[config.mk]
export PLATFORM = sky130hd
export DESIGN_NAME = adt_channel_transfer_control
export DESIGN_NICKNAME = d
export VERILOG_FILES = /design/src/adt_pkg.sv /design/src/adt_channel_transfer_control.sv
export SDC_FILE = /design/constraint.sdc
export NUM_CORES = 1
export LEC_CHECK = 0
export ABC_CLOCK_PERIOD_IN_PS = 2500
export BUFFER_PORTS_ARGS = -buffer_cell sky130_fd_sc_hd__buf_2
export CAP_MARGIN = 20
export CORE_MARGIN = 4
export CORE_UTILIZATION = 47
export CTS_CLUSTER_DIAMETER = 120
export DETAILED_ROUTE_END_ITERATION = 10
export PLACE_DENSITY = 0.8
export SYNTH_ARGS = -nofsm -noshare
export SYNTH_HDL_FRONTEND = slang
export SYNTH_SLANG_ARGS = --single-unit
[constraint.sdc]
create_clock -name clock -period 2.5 [get_ports clock]
set_input_delay 0.125 -clock clock [delete_from_list [all_inputs] [get_ports clock]]
set_output_delay 0.125 -clock clock [all_outputs]
set_load 0.01 [all_outputs]
[src/adt_pkg.sv]
// Overview of operation
// - Two modes: program control via accumulator, or data channel straight to memory.
// - Status bit 10 set selects sequential data-channel operation.
// - Status bit 10 clear selects random operation, one status word per conversion.
// - Host count overflow sets the word-count flag, which requests an interrupt.
// - Sequential mode reuses one status word, converting channels back to back.
// - Sequential mode: one three-cycle break per converted word, device to memory.
// - Random mode: a result break, then a status-fetch break, per word.
// - Status bit 9 enables add-to-memory; sum sign overflow sets memory flag.
// - Memory flag interrupts only when status bit 6 is set.
// - Interrupt sources: done in program mode, memory overflow, word-count overflow.
// - Word-count flag drives both program and level-0 priority requests.
// - Done, word-count and memory flags are separately testable.
// - Result stays buffered until the next conversion overwrites it.
// - Memory flag set blocks a finished conversion from loading the buffer.
// - Sequential data channel increments channel address when word-count flag clear.
// - Trigger waits 3.0 us settling before the converter start pulse.
// - Inbound break loads status unless word-count flag or add-to-memory.
package adt_pkg;
   localparam int WORD_W = 18;
   localparam int DATA_W = 13;
   localparam int CHAN_W = 7;
   localparam int ADDR_W = 4;
   // ------------------------------------------------------------
   // Register offsets
   // ------------------------------------------------------------
   localparam logic [ADDR_W-1:0] OFS_CONTROL = 4'h0;
   localparam logic [ADDR_W-1:0] OFS_RESULT = 4'h4;
   localparam logic [ADDR_W-1:0] OFS_FLAGS = 4'h8;
   // ------------------------------------------------------------
   // Status word fields, host bit n sits at position 17-n
   // ------------------------------------------------------------
   localparam int BIT_SEQ = 7;
   localparam int BIT_ADDMEM = 8;
   localparam int BIT_DCH = 9;
   localparam int BIT_EXTSYNC = 10;
   localparam int BIT_MEMIE = 11;
   localparam int BIT_GAIN_LO = 12;
   // Flags register positions
   localparam int FLG_DONE = 0;
   localparam int FLG_WC = 1;
   localparam int FLG_MEM = 2;
   localparam int FLG_PRIO = 3;
   localparam int FLG_CHAN_LO = 4;
   localparam logic [WORD_W-1:0] CONTROL_RESET = 18'h00000;
   // ------------------------------------------------------------
   // Timing
   // ------------------------------------------------------------
   localparam int CLOCK_NS = 10;
   localparam int SETTLE_NS = 3000;
   localparam int SETTLE_CYC = (SETTLE_NS + CLOCK_NS - 1) / CLOCK_NS;
   typedef enum logic [4:0] {
      S_IDLE = 5'h01,
      S_ARM = 5'h02,
      S_SETTLE = 5'h04,
      S_CONVERT = 5'h08,
      S_FETCH = 5'h10
   } adt_state_e_t;
   typedef struct packed {
      logic hostToDevicePulse;
      logic deviceToHostPulse;
      logic readSig;
      logic writeSig;
      logic hostCountOverflow;
      logic sumSignOverflowPulse;
      logic [WORD_W-1:0] data;
   } adt_host_in_t;
   typedef struct packed {
      logic dchRequest;
      logic dchFetch;
      logic [WORD_W-1:0] data;
      logic programInterruptRequest;
      logic priorityLevel0Request;
   } adt_host_out_t;
   typedef struct packed {
      logic adcDone;
      logic [DATA_W-1:0] adcData;
      logic extSync;
   } adt_conv_in_t;
   typedef struct packed {
      logic startPulse;
      logic [CHAN_W-1:0] channel;
      logic [1:0] gain;
   } adt_conv_out_t;
endpackage

[src/adt_channel_transfer_control.sv]
`timescale 1ns/1ps
module adt_channel_transfer_control (
   // Clock and reset
   input wire logic clock,
   input wire logic rst_b,
   // Register port
   input wire logic [adt_pkg::ADDR_W-1:0] regAddr,
   input wire logic [adt_pkg::WORD_W-1:0] regWrData,
   input wire logic regWrite,
   input wire logic regRead,
   output logic [adt_pkg::WORD_W-1:0] regRdData,
   // Host bus and data channel
   input adt_pkg::adt_host_in_t hostIn,
   output adt_pkg::adt_host_out_t hostOut,
   // Converter and multiplexer
   input adt_pkg::adt_conv_in_t convIn,
   output adt_pkg::adt_conv_out_t convOut
);
   import adt_pkg::*;

   typedef struct packed {
      adt_state_e_t fsm;
      logic [8:0] settleCnt;
      logic [WORD_W-1:0] ctl;
      logic [CHAN_W-1:0] chan;
      logic [DATA_W-1:0] buffer;
      logic doneFlag;
      logic wcFlag;
      logic memFlag;
      logic resultPending;
      logic fetchPending;
      logic startPulse;
      logic dchReq;
      logic fetchOut;
      logic progIrq;
      logic prio0;
      logic [WORD_W-1:0] rdData;
   } adt_regs_t;

   logic [1:0] rstPipe;
   logic rstSync;
   adt_regs_t st;
   adt_regs_t nx;
   logic seqMode;
   logic dchMode;
   logic addMem;
   logic inboundLoad;

   // ------------------------------------------------------------
   // Reset release
   // ------------------------------------------------------------
   always_ff @(posedge clock or negedge rst_b) begin
      if (!rst_b) begin
         rstPipe <= 2'h0;
      end else begin
         rstPipe <= {rstPipe[0], 1'b1};
      end
   end
   assign rstSync = rstPipe[1];

   assign seqMode = st.ctl[BIT_SEQ];
   assign dchMode = st.ctl[BIT_DCH];
   assign addMem = st.ctl[BIT_ADDMEM];
   // A break carrying both read and write is an add-to-memory cycle
   assign inboundLoad = hostIn.hostToDevicePulse && dchMode && !st.wcFlag
      && !(hostIn.readSig && hostIn.writeSig);

   // ------------------------------------------------------------
   // Next state
   // ------------------------------------------------------------
   always_comb begin
      nx = st;
      nx.startPulse = 1'b0;
      nx.rdData = '0;

      // Flags: set wins over clear
      if (regWrite && regAddr == OFS_FLAGS) begin
         if (regWrData[FLG_DONE]) nx.doneFlag = 1'b0;
         if (regWrData[FLG_WC]) nx.wcFlag = 1'b0;
         if (regWrData[FLG_MEM]) nx.memFlag = 1'b0;
      end
      if (regRead && regAddr == OFS_RESULT) begin
         nx.doneFlag = 1'b0;
      end
      if (hostIn.hostCountOverflow) begin
         nx.wcFlag = 1'b1;
      end
      if (hostIn.sumSignOverflowPulse && addMem) begin
         nx.memFlag = 1'b1;
      end

      // Result leaves on the outbound break
      if (hostIn.deviceToHostPulse) begin
         nx.resultPending = 1'b0;
      end

      case (st.fsm)
         S_IDLE: begin
            nx.settleCnt = '0;
         end
         S_ARM: begin
            nx.settleCnt = '0;
            if (!st.ctl[BIT_EXTSYNC] || convIn.extSync) begin
               nx.fsm = S_SETTLE;
            end
         end
         S_SETTLE: begin
            nx.settleCnt = st.settleCnt + 9'h001;
            if (st.settleCnt == 9'(SETTLE_CYC - 1)) begin
               nx.startPulse = 1'b1;
               nx.fsm = S_CONVERT;
            end
         end
         S_CONVERT: begin
            if (convIn.adcDone) begin
               // Keep the addend so software can rebuild the old sum
               if (!st.memFlag) begin
                  nx.buffer = convIn.adcData;
               end
               if (dchMode) begin
                  nx.resultPending = 1'b1;
                  if (st.wcFlag) begin
                     nx.fsm = S_IDLE;
                  end else if (seqMode) begin
                     nx.chan = st.chan + 7'h01;
                     nx.fsm = S_ARM;
                  end else begin
                     nx.fetchPending = 1'b1;
                     nx.fsm = S_FETCH;
                  end
               end else begin
                  nx.doneFlag = 1'b1;
                  nx.fsm = S_IDLE;
               end
            end
         end
         S_FETCH: begin
            if (st.wcFlag) begin
               nx.fetchPending = 1'b0;
               nx.fsm = S_IDLE;
            end
         end
         default: begin
            nx.fsm = S_IDLE;
         end
      endcase

      // Status word from a break, random mode
      if (inboundLoad && st.fetchPending) begin
         nx.ctl = hostIn.data;
         nx.chan = hostIn.data[CHAN_W-1:0];
         nx.fetchPending = 1'b0;
         nx.fsm = S_ARM;
      end

      // Status word from software starts a conversion in either mode
      if (regWrite && regAddr == OFS_CONTROL) begin
         nx.ctl = regWrData;
         nx.chan = regWrData[CHAN_W-1:0];
         nx.fetchPending = 1'b0;
         nx.fsm = S_ARM;
      end

      nx.dchReq = nx.resultPending || nx.fetchPending;
      // Result break goes first so a fetch cannot overrun the buffer
      nx.fetchOut = nx.fetchPending && !nx.resultPending;
      // Priority flag follows the word-count flag onto both lines
      nx.prio0 = nx.wcFlag;
      nx.progIrq = nx.wcFlag || (nx.memFlag && nx.ctl[BIT_MEMIE])
         || (nx.doneFlag && !nx.ctl[BIT_DCH]);

      if (regRead) begin
         case (regAddr)
            OFS_CONTROL: nx.rdData = st.ctl;
            OFS_RESULT: nx.rdData = {{(WORD_W-DATA_W){st.buffer[DATA_W-1]}}, st.buffer};
            OFS_FLAGS: begin
               nx.rdData[FLG_DONE] = st.doneFlag;
               nx.rdData[FLG_WC] = st.wcFlag;
               nx.rdData[FLG_MEM] = st.memFlag;
               nx.rdData[FLG_PRIO] = st.prio0;
               nx.rdData[FLG_CHAN_LO +: CHAN_W] = st.chan;
            end
            default: nx.rdData = '0;
         endcase
      end
   end

   // ------------------------------------------------------------
   // State register
   // ------------------------------------------------------------
   always_ff @(posedge clock or negedge rstSync) begin
      if (!rstSync) begin
         st <= '{fsm: S_IDLE, ctl: CONTROL_RESET, default: '0};
      end else begin
         st <= nx;
      end
   end

   // ------------------------------------------------------------
   // Outputs
   // ------------------------------------------------------------
   assign regRdData = st.rdData;
   assign hostOut.dchRequest = st.dchReq;
   assign hostOut.dchFetch = st.fetchOut;
   assign hostOut.data = {{(WORD_W-DATA_W){st.buffer[DATA_W-1]}}, st.buffer};
   assign hostOut.programInterruptRequest = st.progIrq;
   assign hostOut.priorityLevel0Request = st.prio0;
   assign convOut.startPulse = st.startPulse;
   assign convOut.channel = st.chan;
   assign convOut.gain = st.ctl[BIT_GAIN_LO +: 2];
endmodule // adt_channel_transfer_control

-- Word-level counts from Yosys, hierarchy flattened
Index checks and enable logic that the tools add are counted.
- register bits: 81
- bits of input ports: 65
- output and inout port bits: 50
- logic and storage cells: 108
- add/subtract/negate cells: 2
- eq/ne operators: 14
- muxes and demuxes: 42
- bitwise gates (word level): 1
- reductions and logical operators: 32
- operators with widths (operator ; number):
    $mux 25 ; 2
    $mux 5 ; 9
    $mux 21 ; 2
    $pmux 11 s3 ; 1
    $pmux 5 s5 ; 1
    $mux 7 ; 3
    $mux 18 ; 1
    $pmux 9 s2 ; 1
    $mux 1 ; 16
    $ne 4x4->1 const B ; 4
    $pmux 7 s2 ; 1
    $mux 13 ; 1
    $logic_and 1x1->1 ; 12
    $reduce_bool 3->1 ; 4
    $reduce_and 5->1 ; 2
    $add 9x1->9 const B ; 1
    $eq 9x9->1 const B ; 1
    $add 7x1->7 const B ; 1
    $eq 5x1->1 const B ; 1
    $eq 5x2->1 const B ; 1
    $eq 5x3->1 const B ; 1
    $eq 5x4->1 const B ; 1
    $eq 5x5->1 const B ; 1
    $logic_not 1->1 ; 5
    other kinds (13) ; 18

-- Depth between registers and ports, before layout
- depth in word-level cells: 12
- gate-level depth with buffers: 7
- depth with buffers taken out: 6

-- Least setup slack after synthesis
OpenSTA, ideal clock, no wires.
- kind: register -> register
- start point: register hostOut[0] (netlist name)
- end point: register st, in the netlist convOut[2]
- library setup time: 0.125 ns
- arrival time: 1.663 ns
- required time: 2.375 ns
- setup slack: 0.712 ns
- cell stages (with the launch flop): 8
- buffers on the path: 2
- clock period less this slack: 1.788 ns
- cell sequence: dfrtp_1 > and4b_1 > buf_6 > and2_4 > buf_6 > and3_4 > a221o_1 > mux2_4
- RTL lines (element ; RTL line ; text):
    to (signal assigned) ; adt_channel_transfer_control.sv:195 ; st <= nx;
    to (decl) ; adt_channel_transfer_control.sv:42 ; adt_regs_t st;

==> flow_metrics.env <==
export IMPL_synth_distinct_cells=56
export IMPL_numCtsBuffers=9
export IMPL_arrival_ns=2.29
export IMPL_cts_sinks=81
export IMPL_outcome="completed"
export IMPL_clk_latency_ns=0.36
export IMPL_max_slew_margin=0.584
export IMPL_via_per_inst=5.71
export IMPL_clock_tree_buffer_depth=2
export IMPL_synth_warnings=0
export IMPL_postSynthCellCount=410
export IMPL_start_util=0.492
export IMPL_antennaDiodeCount=0
export IMPL_final_setup_viol_count=0
export IMPL_fin_area_sq_um=4960
export IMPL_cts_htree_levels=3
export IMPL_final_common_cell="buf_2"
export IMPL_synth_area_sq_um=4120
export IMPL_p_leak_nw=2.46
export IMPL_worstSetupPathType="reg -> reg"
export IMPL_die_height_um=102
export IMPL_core_area_sq_um=8380
export IMPL_wire_per_inst_um=17.8
export IMPL_whs_ns=0.0229
export IMPL_final_util=0.592
export IMPL_syn_num_nets=477
export IMPL_slew_viol_final=0
export IMPL_grt_util_met1=0.289
export IMPL_grt_usage=0.219
export IMPL_finalClockSkew_ns=0.0118
export IMPL_gp_congestion=0.971
export IMPL_start_kind="flip-flop"
export IMPL_synthArstFlopShare=1.00
export IMPL_nets=566
export IMPL_drt_initial_drc_count=290
export IMPL_areaGrowthSynthToFinish_pct=20.5
export IMPL_synth_area_per_cell_sq_um=10.0
export IMPL_p_seq_frac=0.468
export IMPL_final_cells=609
export IMPL_use_met3=0.0530
export IMPL_portBuffers=114
export IMPL_tightest_slew_ns=0.621
export IMPL_yosys_register_bits=81
export IMPL_slowest_delay_ns=0.48
export IMPL_via_count=3480
export IMPL_cp_max_fo=14
export IMPL_dp_slack_ns=0.528
export IMPL_ioPinCount=115
export IMPL_ant_nets=0
export IMPL_dr_pass1_iters=7
export IMPL_combPwrFrac=0.107
export IMPL_met2_usage=0.350
export IMPL_totalWireLength_um=10800
export IMPL_power_share_clock=0.425
export IMPL_rsz0062_at_grt="no"
export IMPL_maxCapViolCount=0
export IMPL_grt_max_degree=47
export IMPL_drc_errors=0
export IMPL_period_needed_ns=2.06
export IMPL_endpoint_kind="flip-flop"
export IMPL_power_density_nw_per_um2=653
export IMPL_vdd_drop_max_uv=390
export IMPL_grt_pass1_vias=3584
export IMPL_power_mw=3.24
export IMPL_swShare=0.234
export IMPL_placedInstanceArea_sq_um=4440
export IMPL_cts_tree="yes"
export IMPL_tns_ns=0
export IMPL_synth_top_flop_cell="dfrtp_1"
export IMPL_grt_ovfl_total=0
export IMPL_intPower_mw=2.49
export IMPL_fmax_mhz=487
export IMPL_grt_pass1_wl_um=17500
export IMPL_yosysSeqAreaShare=0.492
export IMPL_hpwl_um=7720
export IMPL_switching_power_mw=0.757
export IMPL_synth_edff_count=0
export IMPL_die_x_um=102
export IMPL_worstPathRequired_ns=2.74
export IMPL_place_inst=570
export IMPL_hold_viol=0
export IMPL_slowest_stage="dfrtp_1"
export IMPL_die_area_sq_um=10300
export IMPL_hold_path_class="in -> reg"
export IMPL_fin_ws_ns=0.445
export IMPL_period_share=0.822
export IMPL_row_count=33
export IMPL_crit_chain="and4b_1 -> a22oi_1 -> buf_4 -> o21ai_2 -> o21ai_0 -> a22o_1"
export IMPL_nFillCells=702
export IMPL_cts_clk_slew_worst_paths_ns=0.09
export IMPL_drive_above_1_share=0.323
export IMPL_mostFrequentLayoutCells="114 x buf_2, 79 x dfrtp_1, 57 x nand2_1"
export IMPL_cts_root_buf="clkbuf_8"
export IMPL_antenna_found_initial=0
export IMPL_busiest_layer="met2"
## flip-flops by register name (all words and copies together), names as in the netlist
signal / flops
convOut: 10
addMem: 1
dchMode: 1
regRdData: 18
seqMode: 1
hostOut: 17
rstPipe: 2
st: 31
## layout make-up
type	count	area (sq um)	area share
sequential	81	2030	0.409
multi-input combinational	258	1630	0.327
timing repair buffer	144	866	0.174
clock inverter	5	150	0.0302
clock buffer	11	141	0.0285
tap	105	131	0.0265
inverter	5	18.8	0.00378
## path summary, 6_finish.rpt
kind	end	from	depth (start not counted)	slack, ns
setup / recovery	convOut[4]$_DFFE_PN0P_	hostOut[0]$_DFF_PN0_	6	0.44
hold / removal	hostOut[13]$_DFFE_PN0P_	convIn[12]	2	0.02
setup reg to reg	convOut[4]$_DFFE_PN0P_	hostOut[0]$_DFF_PN0_	6	0.44
hold reg to reg	hostOut[3]$_DFFE_PN0P_	rstPipe[1]$_DFF_PN0_	0	0.28
max in group asynchronous	st[75]$_DFFE_PN1P_	rstPipe[1]$_DFF_PN0_	1	1.57
min in group asynchronous	rstPipe[0]$_DFF_PN0_	rst_b	2	0.09
## critical path: cells and delay by family (launching register included)
family,cells,cell delay [ns]
AO/OA/AOI/OAI,4,0.80
buffers and inverters,1,0.22
flip-flops,1,0.48
AND/OR/NAND/NOR,1,0.45
## kinds of logic (layout without fill, tap and decap cells)
logic type / count (synthesis) / after routing / synth area share
adder cells (fa/ha/maj): 2 / 2 / 0.00607
other: 1 / 1 / 0.000910
flip-flops: 81 / 81 / 0.492
XOR/XNOR: 1 / 1 / 0.00213
AO/OA/AOI/OAI: 103 / 103 / 0.164
buffers and inverters: 71 / 165 / 0.116
AND/OR/NAND/NOR: 130 / 130 / 0.162
multiplexers: 21 / 21 / 0.0562
## metal layers
layer	up-vias	part of all wire
met5	-	0
met4	0	0.026
met3	32	0.097
met2	217	0.46
met1	1642	0.41
li1	1589	-
## power by group through the flow
stage	clock, mW	sequential [mW]	combinational, mW
after floorplan	0	1.51	0.226
after global placement	0	1.54	0.308
after detailed placement	0	1.54	0.316
after CTS	1.40	1.51	0.345
after global routing	1.45	1.53	0.383
final	1.38	1.52	0.346
## what timing repair did
item                      in CTS  in global routing
hold endpoints to repair      24                  0
gates resized for setup        0                  0
setup buffers                  0                  0
hold buffers                  23                  0
## synthesized netlist by cell type (all sizes together), types with 4 or more instances
master / instances / share of area
a22oi: 11 / 0.020
nand2: 59 / 0.055
a21oi: 16 / 0.019
a31oi: 7 / 0.011
clkbuf: 6 / 0.0055
a22o: 7 / 0.015
inv: 5 / 0.0046
a21boi: 6 / 0.011
mux2i: 7 / 0.017
o21ai: 33 / 0.041
nor3: 4 / 0.0061
and2: 4 / 0.0067
buf: 60 / 0.11
mux2: 14 / 0.039
nand3: 14 / 0.017
and3: 11 / 0.018
o31ai: 4 / 0.0073
dfrtp: 80 / 0.49
nor2: 17 / 0.015
No activity file was read; power rests on OpenSTA's default activity.
